--- config.mk ---
export PLATFORM = sky130hd
export DESIGN_NAME = dual_panel_video_dma
export DESIGN_NICKNAME = d
export VERILOG_FILES = /design/src/dual_panel_video_dma_pkg.sv /design/src/dual_panel_video_dma.sv
export SDC_FILE = /design/constraint.sdc
export NUM_CORES = 1
export LEC_CHECK = 0
export BUFFER_PORTS_ARGS = -buffer_cell sky130_fd_sc_hd__clkbuf_2
export CAP_MARGIN = 10
export CORE_AREA = 2 2 192 382
export DETAILED_ROUTE_END_ITERATION = 7
export DIE_AREA = 0 0 194 384
export SETUP_SLACK_MARGIN = 0.1
export SYNTH_ARGS = -nofsm -noshare
export SYNTH_HDL_FRONTEND = slang
export SYNTH_SLANG_ARGS = --single-unit
--- constraint.sdc ---
create_clock -name pclk -period 2.3 [get_ports pclk]
set_input_delay 0 -clock pclk [delete_from_list [all_inputs] [get_ports pclk]]
set_output_delay 0 -clock pclk [all_outputs]
set_load 0.02 [all_outputs]
--- src/dual_panel_video_dma_pkg.sv ---
// Function
// (RULE_01) Software sets the LCD bit in the extended video control word.
// (RULE_02) Software sets the two-panel bit in the video macrocell control word.
// (RULE_03) First quadword of a pair feeds the upper half, second the lower half.
// (RULE_04) Cursor vertical start bits 14:13 pick off, upper, lower or spanning cursor; code 00 (CUR_SINGLE) shows the cursor in the upper half as 01 does.
// (RULE_05) Cursor in one half: start and end are raster counts as on one panel.
// (RULE_06) Spanning cursor: start counts to cursor end in lower, end to start in upper.
// (RULE_07) Spanning: lower shows display start to cursor start, upper cursor end to display end.
// (RULE_08) In two-panel mode every video request is served as a back-to-back pair.
// (RULE_09) Software enables two-panel sequencing through bit 7 of the video DMA control.
// (RULE_10) The two quadwords of a pair lie half the video buffer apart.
// (RULE_11) Each video pointer advances by 0x10 bytes after every fetch.
// (RULE_12) Software loads buffer base and last address as for a single panel.
// (RULE_13) Software points the two initial pointers half a buffer apart.
// (RULE_14) Upper initial pointer may lie in the lower half of the buffer.
// (RULE_15) Software sets bit 30 of an initial pointer equal to the last address.
// (RULE_16) Software never sets both final-quadword flags together.
// (RULE_17) Pointers are quadword aligned; low address bits are ignored.
// (RULE_18) Software keeps four cursor images so each row starts on a quadword.
// (RULE_19) Spanning cursor pointer is set to the row at the top of the lower half.
// (RULE_20) Frame buffer holds an even number of quadwords; buffers quadword aligned.
// (RULE_21) Each panel pointer wraps last to base and reloads at every frame start.
package dual_panel_video_dma_pkg;

    // Register byte offsets
    localparam logic [11:0] OFF_DMA_CTRL   = 12'h1e0;
    localparam logic [11:0] OFF_FB_BASE    = 12'h1e4;
    localparam logic [11:0] OFF_FB_LAST    = 12'h1e8;
    localparam logic [11:0] OFF_UP_INIT    = 12'h1ec;
    localparam logic [11:0] OFF_LO_INIT    = 12'h1f0;
    localparam logic [11:0] OFF_CUR_VSTART = 12'h1f4;
    localparam logic [11:0] OFF_CUR_VEND   = 12'h1f8;
    localparam logic [11:0] OFF_DISP_VERT  = 12'h1fc;
    localparam logic [11:0] OFF_STATUS     = 12'h200;
    localparam logic [11:0] OFF_UP_PTR     = 12'h204;
    localparam logic [11:0] OFF_LO_PTR     = 12'h208;

    // Field positions
    localparam int CTRL_DUPLEX_BIT = 7;
    localparam int CTRL_ENABLE_BIT = 4;
    localparam int PTR_LAST_BIT    = 30;
    localparam int CUR_MODE_LSB    = 13;
    localparam int RASTER_W        = 13;
    localparam int DISP_END_LSB    = 16;

    // Reset values
    localparam logic [7:0]  DMA_CTRL_RST = 8'h00;
    localparam logic [31:0] PTR_RST      = 32'h0000_0000;
    localparam logic [15:0] VREG_RST     = 16'h0000;

    // Quadword step and alignment mask
    localparam logic [31:0] QW_STEP  = 32'h0000_0010;
    localparam logic [31:0] QW_ALIGN = 32'h3fff_fff0;

    // Cursor placement codes
    typedef enum logic [1:0] {
        CUR_SINGLE = 2'b00,
        CUR_UPPER  = 2'b01,
        CUR_LOWER  = 2'b10,
        CUR_SPAN   = 2'b11
    } cur_mode_t;

    // One memory fetch request
    typedef struct packed {
        logic [31:0] addr;
        logic        lower;
    } fetch_t;

endpackage

--- src/dual_panel_video_dma.sv ---
`timescale 1ns/1ps
`default_nettype none
module dual_panel_video_dma
    import dual_panel_video_dma_pkg::*;
#(
    parameter int QW_W = 128
)(
    input  wire logic              pclk,
    input  wire logic              presetn,
    input  wire logic              psel,
    input  wire logic              penable,
    input  wire logic              pwrite,
    input  wire logic [11:0]       paddr,
    input  wire logic [31:0]       pwdata,
    output logic                   pready,
    output logic                   pslverr,
    output logic      [31:0]       prdata,
    input  wire logic              frame_start,
    input  wire logic              vid_req,
    input  wire logic [RASTER_W-1:0] raster_line,
    output logic                   mem_req,
    output fetch_t                 mem_fetch,
    input  wire logic              mem_ack,
    input  wire logic [QW_W-1:0]   mem_rdata,
    output logic                   vid_valid,
    output logic                   vid_lower,
    output logic      [QW_W-1:0]   vid_data,
    output logic                   cursor_upper_on,
    output logic                   cursor_lower_on
);

    typedef enum logic [1:0] {ST_IDLE, ST_UPPER, ST_LOWER} state_t;

    state_t      state_r;
    logic [7:0]  ctrl_r;
    logic [31:0] fb_base_r, fb_last_r, up_init_r, lo_init_r, up_ptr_r, lo_ptr_r;
    logic [15:0] cur_vstart_r, cur_vend_r, disp_vstart_r, disp_vend_r;
    logic        pend_r;
    logic        wr_en, rd_en, addr_ok, duplex, enable;
    cur_mode_t   cur_mode;

    // Step a panel pointer, wrapping from the last quadword to the base
    function automatic logic [31:0] next_ptr(input logic [31:0] p, input logic [31:0] last,
                                             input logic [31:0] base);
        if ((p & QW_ALIGN) == (last & QW_ALIGN))
            next_ptr = base & QW_ALIGN;
        else
            next_ptr = (p & QW_ALIGN) + QW_STEP;
    endfunction

    // Inclusive raster window test
    function automatic logic in_win(input logic [RASTER_W-1:0] l, input logic [RASTER_W-1:0] a,
                                    input logic [RASTER_W-1:0] b);
        in_win = (l >= a) && (l <= b);
    endfunction

    assign duplex   = ctrl_r[CTRL_DUPLEX_BIT]; // [RULE_09]
    assign enable   = ctrl_r[CTRL_ENABLE_BIT];
    assign cur_mode = cur_mode_t'(cur_vstart_r[CUR_MODE_LSB+1:CUR_MODE_LSB]); // [RULE_04]

    // APB slave: zero wait states, unmapped addresses answer with pslverr
    assign pready = 1'b1;
    assign wr_en  = psel && penable && pwrite;
    assign rd_en  = psel && penable && !pwrite;

    always_comb
    begin
        addr_ok = 1'b1;
        prdata  = 32'h0000_0000;
        if (paddr == OFF_DMA_CTRL)
            prdata = {24'h00_0000, ctrl_r};
        else if (paddr == OFF_FB_BASE)
            prdata = fb_base_r;
        else if (paddr == OFF_FB_LAST)
            prdata = fb_last_r;
        else if (paddr == OFF_UP_INIT)
            prdata = up_init_r;
        else if (paddr == OFF_LO_INIT)
            prdata = lo_init_r;
        else if (paddr == OFF_CUR_VSTART)
            prdata = {16'h0000, cur_vstart_r};
        else if (paddr == OFF_CUR_VEND)
            prdata = {16'h0000, cur_vend_r};
        else if (paddr == OFF_DISP_VERT)
            prdata = {disp_vend_r, disp_vstart_r};
        else if (paddr == OFF_STATUS)
            prdata = {29'h0000_0000, pend_r, state_r == ST_LOWER, state_r != ST_IDLE};
        else if (paddr == OFF_UP_PTR)
            prdata = up_ptr_r;
        else if (paddr == OFF_LO_PTR)
            prdata = lo_ptr_r;
        else
            addr_ok = 1'b0;
    end
    assign pslverr = psel && penable && !addr_ok;

    // Software-written configuration
    always_ff @(posedge pclk or negedge presetn)
    begin
        if (!presetn)
        begin
            ctrl_r        <= DMA_CTRL_RST;
            fb_base_r     <= PTR_RST;
            fb_last_r     <= PTR_RST;
            up_init_r     <= PTR_RST;
            lo_init_r     <= PTR_RST;
            cur_vstart_r  <= VREG_RST;
            cur_vend_r    <= VREG_RST;
            disp_vstart_r <= VREG_RST;
            disp_vend_r   <= VREG_RST;
        end
        else if (wr_en)
        begin
            if (paddr == OFF_DMA_CTRL)
                ctrl_r <= pwdata[7:0];
            else if (paddr == OFF_FB_BASE)
                fb_base_r <= pwdata;
            else if (paddr == OFF_FB_LAST)
                fb_last_r <= pwdata;
            else if (paddr == OFF_UP_INIT)
                up_init_r <= pwdata;
            else if (paddr == OFF_LO_INIT)
                lo_init_r <= pwdata;
            else if (paddr == OFF_CUR_VSTART)
                cur_vstart_r <= pwdata[15:0];
            else if (paddr == OFF_CUR_VEND)
                cur_vend_r <= pwdata[15:0];
            else if (paddr == OFF_DISP_VERT)
            begin
                disp_vstart_r <= pwdata[15:0];
                disp_vend_r   <= pwdata[31:16];
            end
        end
    end

    // One request is remembered while a fetch runs; a new one beats the idle clear, but frame start or disable clears it
    always_ff @(posedge pclk or negedge presetn)
    begin
        if (!presetn)
            pend_r <= 1'b0;
        else if (!enable || frame_start)
            pend_r <= 1'b0;
        else if (vid_req)
            pend_r <= 1'b1;
        else if (state_r == ST_IDLE)
            pend_r <= 1'b0;
    end

    // Fetch sequencer: upper quadword first, then the lower one in duplex
    always_ff @(posedge pclk or negedge presetn)
    begin
        if (!presetn)
            state_r <= ST_IDLE;
        else if (!enable)
            state_r <= ST_IDLE;
        else
        begin
            case (state_r)
                ST_IDLE:
                    if (pend_r && !frame_start)
                        state_r <= ST_UPPER; // [RULE_03]
                ST_UPPER:
                    if (mem_ack)
                        state_r <= duplex ? ST_LOWER : ST_IDLE; // [RULE_08]
                ST_LOWER:
                    if (mem_ack)
                        state_r <= ST_IDLE;
                default:
                    state_r <= ST_IDLE;
            endcase
        end
    end

    // Panel pointers: reload per frame, step a quadword, wrap independently
    always_ff @(posedge pclk or negedge presetn)
    begin
        if (!presetn)
        begin
            up_ptr_r <= PTR_RST;
            lo_ptr_r <= PTR_RST;
        end
        else if (frame_start)
        begin
            up_ptr_r <= up_init_r & QW_ALIGN; // [RULE_21] [RULE_17] [RULE_14]
            lo_ptr_r <= lo_init_r & QW_ALIGN; // [RULE_10]
        end
        else if (mem_ack && state_r == ST_UPPER)
            up_ptr_r <= next_ptr(up_ptr_r, fb_last_r, fb_base_r); // [RULE_11] [RULE_21]
        else if (mem_ack && state_r == ST_LOWER)
            lo_ptr_r <= next_ptr(lo_ptr_r, fb_last_r, fb_base_r); // [RULE_11] [RULE_21]
    end

    // Request stands from entry of a fetch state until its acknowledge
    assign mem_req         = (state_r == ST_UPPER) || (state_r == ST_LOWER);
    // One driver for the whole struct; the half tag also picks the pointer
    assign mem_fetch = {(state_r == ST_LOWER) ? lo_ptr_r : up_ptr_r,
                        state_r == ST_LOWER}; // [RULE_03]

    // Fetched quadword goes to the macrocell, tagged with its half
    always_ff @(posedge pclk or negedge presetn)
    begin
        if (!presetn)
        begin
            vid_valid <= 1'b0;
            vid_lower <= 1'b0;
            vid_data  <= '0;
        end
        else
        begin
            vid_valid <= mem_req && mem_ack;
            if (mem_req && mem_ack)
            begin
                vid_lower <= mem_fetch.lower; // [RULE_03]
                vid_data  <= mem_rdata;
            end
        end
    end

    // Cursor windows; the spanning case swaps the meaning of start and end
    always_ff @(posedge pclk or negedge presetn)
    begin
        if (!presetn)
        begin
            cursor_upper_on <= 1'b0;
            cursor_lower_on <= 1'b0;
        end
        else
        begin
            case (cur_mode)
                CUR_SINGLE, CUR_UPPER:
                begin
                    cursor_upper_on <= in_win(raster_line, cur_vstart_r[RASTER_W-1:0],
                                              cur_vend_r[RASTER_W-1:0]); // [RULE_05]
                    cursor_lower_on <= 1'b0;
                end
                CUR_LOWER:
                begin
                    cursor_upper_on <= 1'b0;
                    cursor_lower_on <= in_win(raster_line, cur_vstart_r[RASTER_W-1:0],
                                              cur_vend_r[RASTER_W-1:0]); // [RULE_05]
                end
                default:
                begin
                    cursor_lower_on <= in_win(raster_line, disp_vstart_r[RASTER_W-1:0],
                                              cur_vstart_r[RASTER_W-1:0]); // [RULE_06] [RULE_07]
                    cursor_upper_on <= in_win(raster_line, cur_vend_r[RASTER_W-1:0],
                                              disp_vend_r[RASTER_W-1:0]); // [RULE_06] [RULE_07]
                end
            endcase
        end
    end
endmodule
`default_nettype wire

Word level (Yosys, flattened, before mapping)

Cells that the tools add are included.

Register bits after elaboration: 399
Bits in latches: 0
Memory bits (writable): 0
Bits in read-only memories: 0
Output and inout port bits: 200
Memories: 0

$add $sub $neg: 2
Multiply operators: 0
Divide/modulo/power cells: 0
$lt $le $gt $ge: 6
Eq/ne operators: 21
Shifts and indexed selects: 0
Muxes and demuxes: 41
Bitwise gates (word level): 7
Reductions and logical operators: 32

Operator list:

| operator                                                                | number |
|---|---|
| 32-bit two-way mux                                                      | 17 |
| 12-bit by 9-bit equality test with 1-bit output, second input constant  | 8 |
| 30-bit by 5-bit adder with 31-bit output, second input constant         | 2 |
| 31-bit two-way mux                                                      | 2 |
| 26-bit equality test                                                    | 2 |
| 13-bit >= comparator                                                    | 3 |
| 13-bit <= comparator                                                    | 3 |
| 12-bit by 10-bit equality test with 1-bit output, second input constant | 3 |
| 1-bit two-way mux                                                       | 14 |
| 1-bit logical AND                                                       | 10 |
| 2-bit two-way mux                                                       | 5 |
| 9-bit AND reduction                                                     | 1 |
| 8-bit AND reduction                                                     | 1 |
| 1-bit inverter                                                          | 7 |
| 7-bit AND reduction                                                     | 1 |
| 3-bit inequality test, second input constant                            | 2 |
| 2-bit case mux with 3 select lines                                      | 1 |
| 3-bit AND reduction                                                     | 2 |
| 6-bit AND reduction                                                     | 1 |
| 2-bit nonzero test                                                      | 3 |
| 5-bit AND reduction                                                     | 1 |
| 2-bit by 1-bit equality test with 1-bit output, second input constant   | 2 |
| 2-bit equality test, second input constant                              | 2 |
| 2-bit logical NOT                                                       | 2 |
| 9 further kinds                                                         | 14 |

Logic depth before layout (Yosys ltp)

Depth after elaboration: 14
Gate-level depth with buffers: 10

Least setup slack after synthesis

Ideal clock, no wire load.

Path kind: flip-flop to flip-flop
From: reg state_r[0]
To: reg vid_data[100]
Setup time: 125 ps
Arrival time: 2044 ps
Slack: 131 ps
Cell stages (with the launch flop): 8
Period minus slack after synthesis: 2169 ps
Path through: dfrtp_1 -> inv_1 -> ha_1 -> and2_1 -> clkbuf_1 -> clkbuf_1 -> clkbuf_1 -> mux2_2

Word-level cells in the longest chain between the ends: 3

RTL lines:

| what                                                                                  | RTL line                    | text |
|---|---|---|
| start: declaration                                                                    | dual_panel_video_dma.sv:34  | `state_t state_r;` |
| start signal: assignment                                                              | dual_panel_video_dma.sv:164 | `state_r <= duplex ? ST_LOWER : ST_IDLE;` |
| 2-bit by 1-bit equality test with 1-bit output or 2-bit equality test (tied branches) | dual_panel_video_dma.sv:194 | `assign mem_req = (state_r == ST_UPPER) \|\| (state_r == ST_LOWER);` |
| 1-bit logical OR *                                                                    | dual_panel_video_dma.sv:194 |  |
| via mem_req                                                                           | dual_panel_video_dma.sv:21  | `output logic mem_req,` |
| 1-bit logical AND *                                                                   | dual_panel_video_dma.sv:211 | `if (mem_req && mem_ack)` |
| end signal: assignment                                                                | dual_panel_video_dma.sv:214 | `vid_data <= mem_rdata;` |
| end: declaration                                                                      | dual_panel_video_dma.sv:27  | `output logic [QW_W-1:0] vid_data,` |

Mark *: on every way through the listed nets, which the timed path passes. The rest lies on a longest branch.
A chain may end at the register's enable or synchronous reset.

Final worst setup path

From: reg up_ptr_r[25]
To: reg up_ptr_r[27]

Word-level cells in the longest chain between the ends: 4

RTL lines:

| what                                                                             | RTL line                                               | text |
|---|---|---|
| start: declaration                                                               | dual_panel_video_dma.sv:36                             | `logic [31:0] fb_base_r, fb_last_r, up_init_r, lo_init_r, up_ptr_r, lo_ptr_r;` |
| start signal: assignment                                                         | dual_panel_video_dma.sv:184                            | `up_ptr_r <= up_init_r & QW_ALIGN;` |
| start signal: assignment                                                         | dual_panel_video_dma.sv:188                            | `up_ptr_r <= next_ptr(up_ptr_r, fb_last_r, fb_base_r);` |
| 30-bit by 5-bit adder with 31-bit output or 26-bit equality test (tied branches) | dual_panel_video_dma.sv:48, dual_panel_video_dma.sv:45 |  |
| 31-bit two-way mux *                                                             | dual_panel_video_dma.sv:45                             | `if ((p & QW_ALIGN) == (last & QW_ALIGN))` |
| 32-bit two-way mux *                                                             | dual_panel_video_dma.sv:187                            | `else if (mem_ack && state_r == ST_UPPER)` |
| 32-bit two-way mux *                                                             | dual_panel_video_dma.sv:182                            | `else if (frame_start)` |

Every way passes the cells marked *; elsewhere a longest branch is shown, timed or not. The select of a mux whose other input is x is not followed.

==> flow_summary.yaml <==
status:
  status: "finished, final reports clean"
routing:
  viasPerCell: 5.35
  num_vias: 18900
  routedWlPerCell_um: 25.2
  first_pass_iters: 6
  drc: 0
  wl_mm: 88.8
  drt_iter0_markers: 1467
  final_antenna_net_count: 0
critical_path:
  r2r-end: "up_ptr_r[27]$_DFFE_PN0P_"
  path_class: "reg2reg"
  path_max_fanout: 7
  end_kind: "flip-flop"
  crit_arrival_ns: 2.62
  start_kind: "flip-flop"
  r2r_setup_slack_ns: 0.08
  r2r-start: "up_ptr_r[25]$_DFFE_PN0P_"
  worst_ep_required_time_ns: 2.70
  rr_worst_depth: 9
synthesis:
  synth-edff-count: 0
  synth_flop_cell: "dfrtp_1"
  seq_area_frac_synth: 0.459
  ys_seq_elements: 389
  syn_avg_cell_area_um2: 11.1
  async_reset_ff_frac: 1.00
  syn_inst: 1904
  yosys_warnings: 0
  synth_area_um2: 21200
  synthDistinctLibCells: 78
global_route:
  grt-ovfl-total: 0
  grt_antenna_before_repair: 5
  grt_pass1_wl_mm: 128
  grt_max_degree: 69
  track_usage: 0.230
  grt_pass1_vias: 20400
floorplanning:
  die_area_um2: 74500
  fp.dieW_um: 194
  die_h_um: 384
  start_util: 0.296
  core_um2: 71700
  rows: 139
  io_pins: 393
clocking:
  cts_buffer_depth: 3
  numCtsBuffers: 40
  cts_max_level: 2
  clk_latency_ns: 0.57
  cts_tree: "done"
  clkTransAtPathRegs_ns: 0.06
  numClockSinks: 389
  cts_root_buffer: "clkbuf_16"
power_and_ir_drop:
  clock_power_share: 0.440
  power.total_mw: 15.6
  combPwrFrac: 0.107
  irDropWorstVdd_mv: 0.462
  switchingPower_mw: 4.03
  switching_share: 0.258
  seq_power_share: 0.454
  p_leak_nw: 14.2
  internal_power_mw: 11.6
  powerDensity_nw_per_um2: 532
timing:
  period_share: 0.965
  drv_slew: 0
  max_freq_mhz: 451
  setup_viol: 0
  skew_ns: 0.0217
  worst_pin_slew_ns: 0.566
  hold_ws_ns: 0.0331
  rsz0062_at_grt: "yes"
  slew_headroom: 0.622
  fin_crit_ns: 2.22
  hold_violations: 0
min_path:
  worstHoldEndpoint: "up_ptr_r[22]$_DFFE_PN0P_"
  holdPathStages: 3
  hp-start: "frame_start"
  hold_path.class: "in2reg"
place:
  io_buffer_count: 386
  hpwl_mm: 65.6
  place_congestion: 0.954
cells_and_area:
  drive_above_1_share: 0.403
  layout.nets: 2832
  nFillCells: 6888
  syn_to_final_growth_pct: 38.1
  layout_common_cells: "clkbuf_2, dfrtp_1, mux2_2"
  mostFrequentLayoutCell: "clkbuf_2"
run:
  maxCapViolations: 0
registers in the layout, indices dropped and copies added, names as in the netlist, 2 cells and up:
| register | count |
|---|---|
| up_ptr_r | 27 |
| cur_vend_r | 16 |
| cur_vstart_r | 16 |
| lo_init_r | 32 |
| fb_last_r | 32 |
| up_init_r | 32 |
| vid_data | 128 |
| lo_ptr_r | 27 |
| state_r | 2 |
| fb_base_r | 32 |
| ctrl_r | 8 |
| disp_vstart_r | 16 |
| disp_vend_r | 16 |
power groups by stage:
stage               sequential (mW)  clock [mW]  combinational (mW)
finish                         7.07        6.86                1.66
global route                   7.09        7.21                1.77
CTS                            7.07        7.00                1.62
detailed placement             7.19           0                1.38
global placement               7.19           0                1.35
floorplan                      7.31           0               0.454
cells by family (layout without fill, tap and decap cells):
kind of cell,Yosys count,count (layout),synth area share
AO/OA/AOI/OAI,385,385,0.117
XOR/XNOR,81,81,0.0334
adder cells (fa/ha/maj),57,57,0.0336
buffers and inverters,217,916,0.0474
flip-flops,389,389,0.459
multiplexers,383,383,0.214
other,2,7,0.000354
AND/OR/NAND/NOR,390,390,0.0957
metrics by stage:
stage	TNS, ns	area [um^2]	instances	worst slack [ns]	util
finish	0	29300	3524	0.0816	0.409
global route	0	29300	3523	0.0104	0.409
CTS	0	28700	3506	0.0620	0.400
detailed placement	-0.308	25500	3268	-0.0682	0.356
global placement	-0.361	25500	3268	-0.0761	0.356
floorplan	0	21200	1908	0.131	-
synth_stat cells, types with 4 or more instances:
cell type	n	area share
nor4_1	13	0.0038
and2_1	9	0.0027
buf_4	13	0.0046
nand3_1	47	0.011
buf_6	14	0.0074
and3_1	27	0.0080
mux2_2	187	0.099
mux2_4	77	0.054
xor2_1	43	0.018
a21oi_1	47	0.011
xnor2_1	38	0.016
ha_1	57	0.034
a211oi_1	18	0.0064
o221ai_1	16	0.0066
a222oi_1	6	0.0028
dfrtp_1	389	0.46
o31ai_1	4	0.0014
o32a_1	9	0.0042
nor3_1	14	0.0033
a22oi_1	84	0.030
nand4_1	21	0.0062
a2111oi_0	4	0.0017
a21o_1	4	0.0014
buf_1	13	0.0023
o21a_1	5	0.0018
clkbuf_1	79	0.014
nor2b_1	6	0.0018
inv_1	68	0.012
mux2i_1	51	0.024
o21ai_0	92	0.022
and4_1	6	0.0025
nor2_1	83	0.015
nand2_1	124	0.022
mux2_1	68	0.036
o21ai_1	54	0.013
o22ai_1	15	0.0044
buf_2	30	0.0071
worst max-delay path, cell delays in order, from the launching register on:
cell and delay [ns]:
dfrtp_1 0.39, xor2_1 0.17, nor4_1 0.32, buf_4 0.18
nand4_1 0.16, nor2_4 0.21, buf_6 0.16, buf_12 0.13
mux2i_1 0.20, o221ai_1 0.13
layer usage:
metal / up-vias / routed length, um / GRT usage
li1: 8222 / - / -
met3: 364 / 5420 / 0.0422
met5: - / 66 / 0
met1: 9307 / 30100 / 0.232
met2: 962 / 44800 / 0.407
met4: 10 / 8450 / 0.195
layout make-up:
type | count | area, um^2 | area share
sequential | 389 | 9750 | 0.333
timing repair buffer | 781 | 5880 | 0.201
clock buffer | 50 | 1110 | 0.0379
multi-input combinational | 1302 | 10900 | 0.374
clock inverter | 17 | 211 | 0.00722
inverter | 68 | 255 | 0.00871
tap | 916 | 1150 | 0.0391
antenna | 1 | 2.50 | 0.0000854
worst max-delay path by stage:
stage,slack (ns),start,cells after the start,to
global route,0.01,up_ptr_r[16]$_DFFE_PN0P_,10,up_ptr_r[29]$_DFFE_PN0P_
global placement,-0.08,up_ptr_r[8]$_DFFE_PN0P_,7,up_ptr_r[22]$_DFFE_PN0P_
detailed placement,-0.07,up_ptr_r[8]$_DFFE_PN0P_,7,up_ptr_r[22]$_DFFE_PN0P_
CTS,0.06,state_r[1]$_DFFE_PN0P_,8,prdata[0]
finish,0.08,up_ptr_r[25]$_DFFE_PN0P_,9,up_ptr_r[27]$_DFFE_PN0P_
floorplan,0.13,state_r[0]$_DFFE_PN0P_,7,vid_data[100]$_DFFE_PN0P_
what timing repair did:
item	4_1_cts	5_1_grt
setup endpoints to repair	51	79
resized for setup	30	90
hold endpoints to repair	719	0
pin swaps	8	50
hold buffers	165	0
setup buffers	6	13
cloned	0	5
No activity file was read; power rests on OpenSTA's default activity.
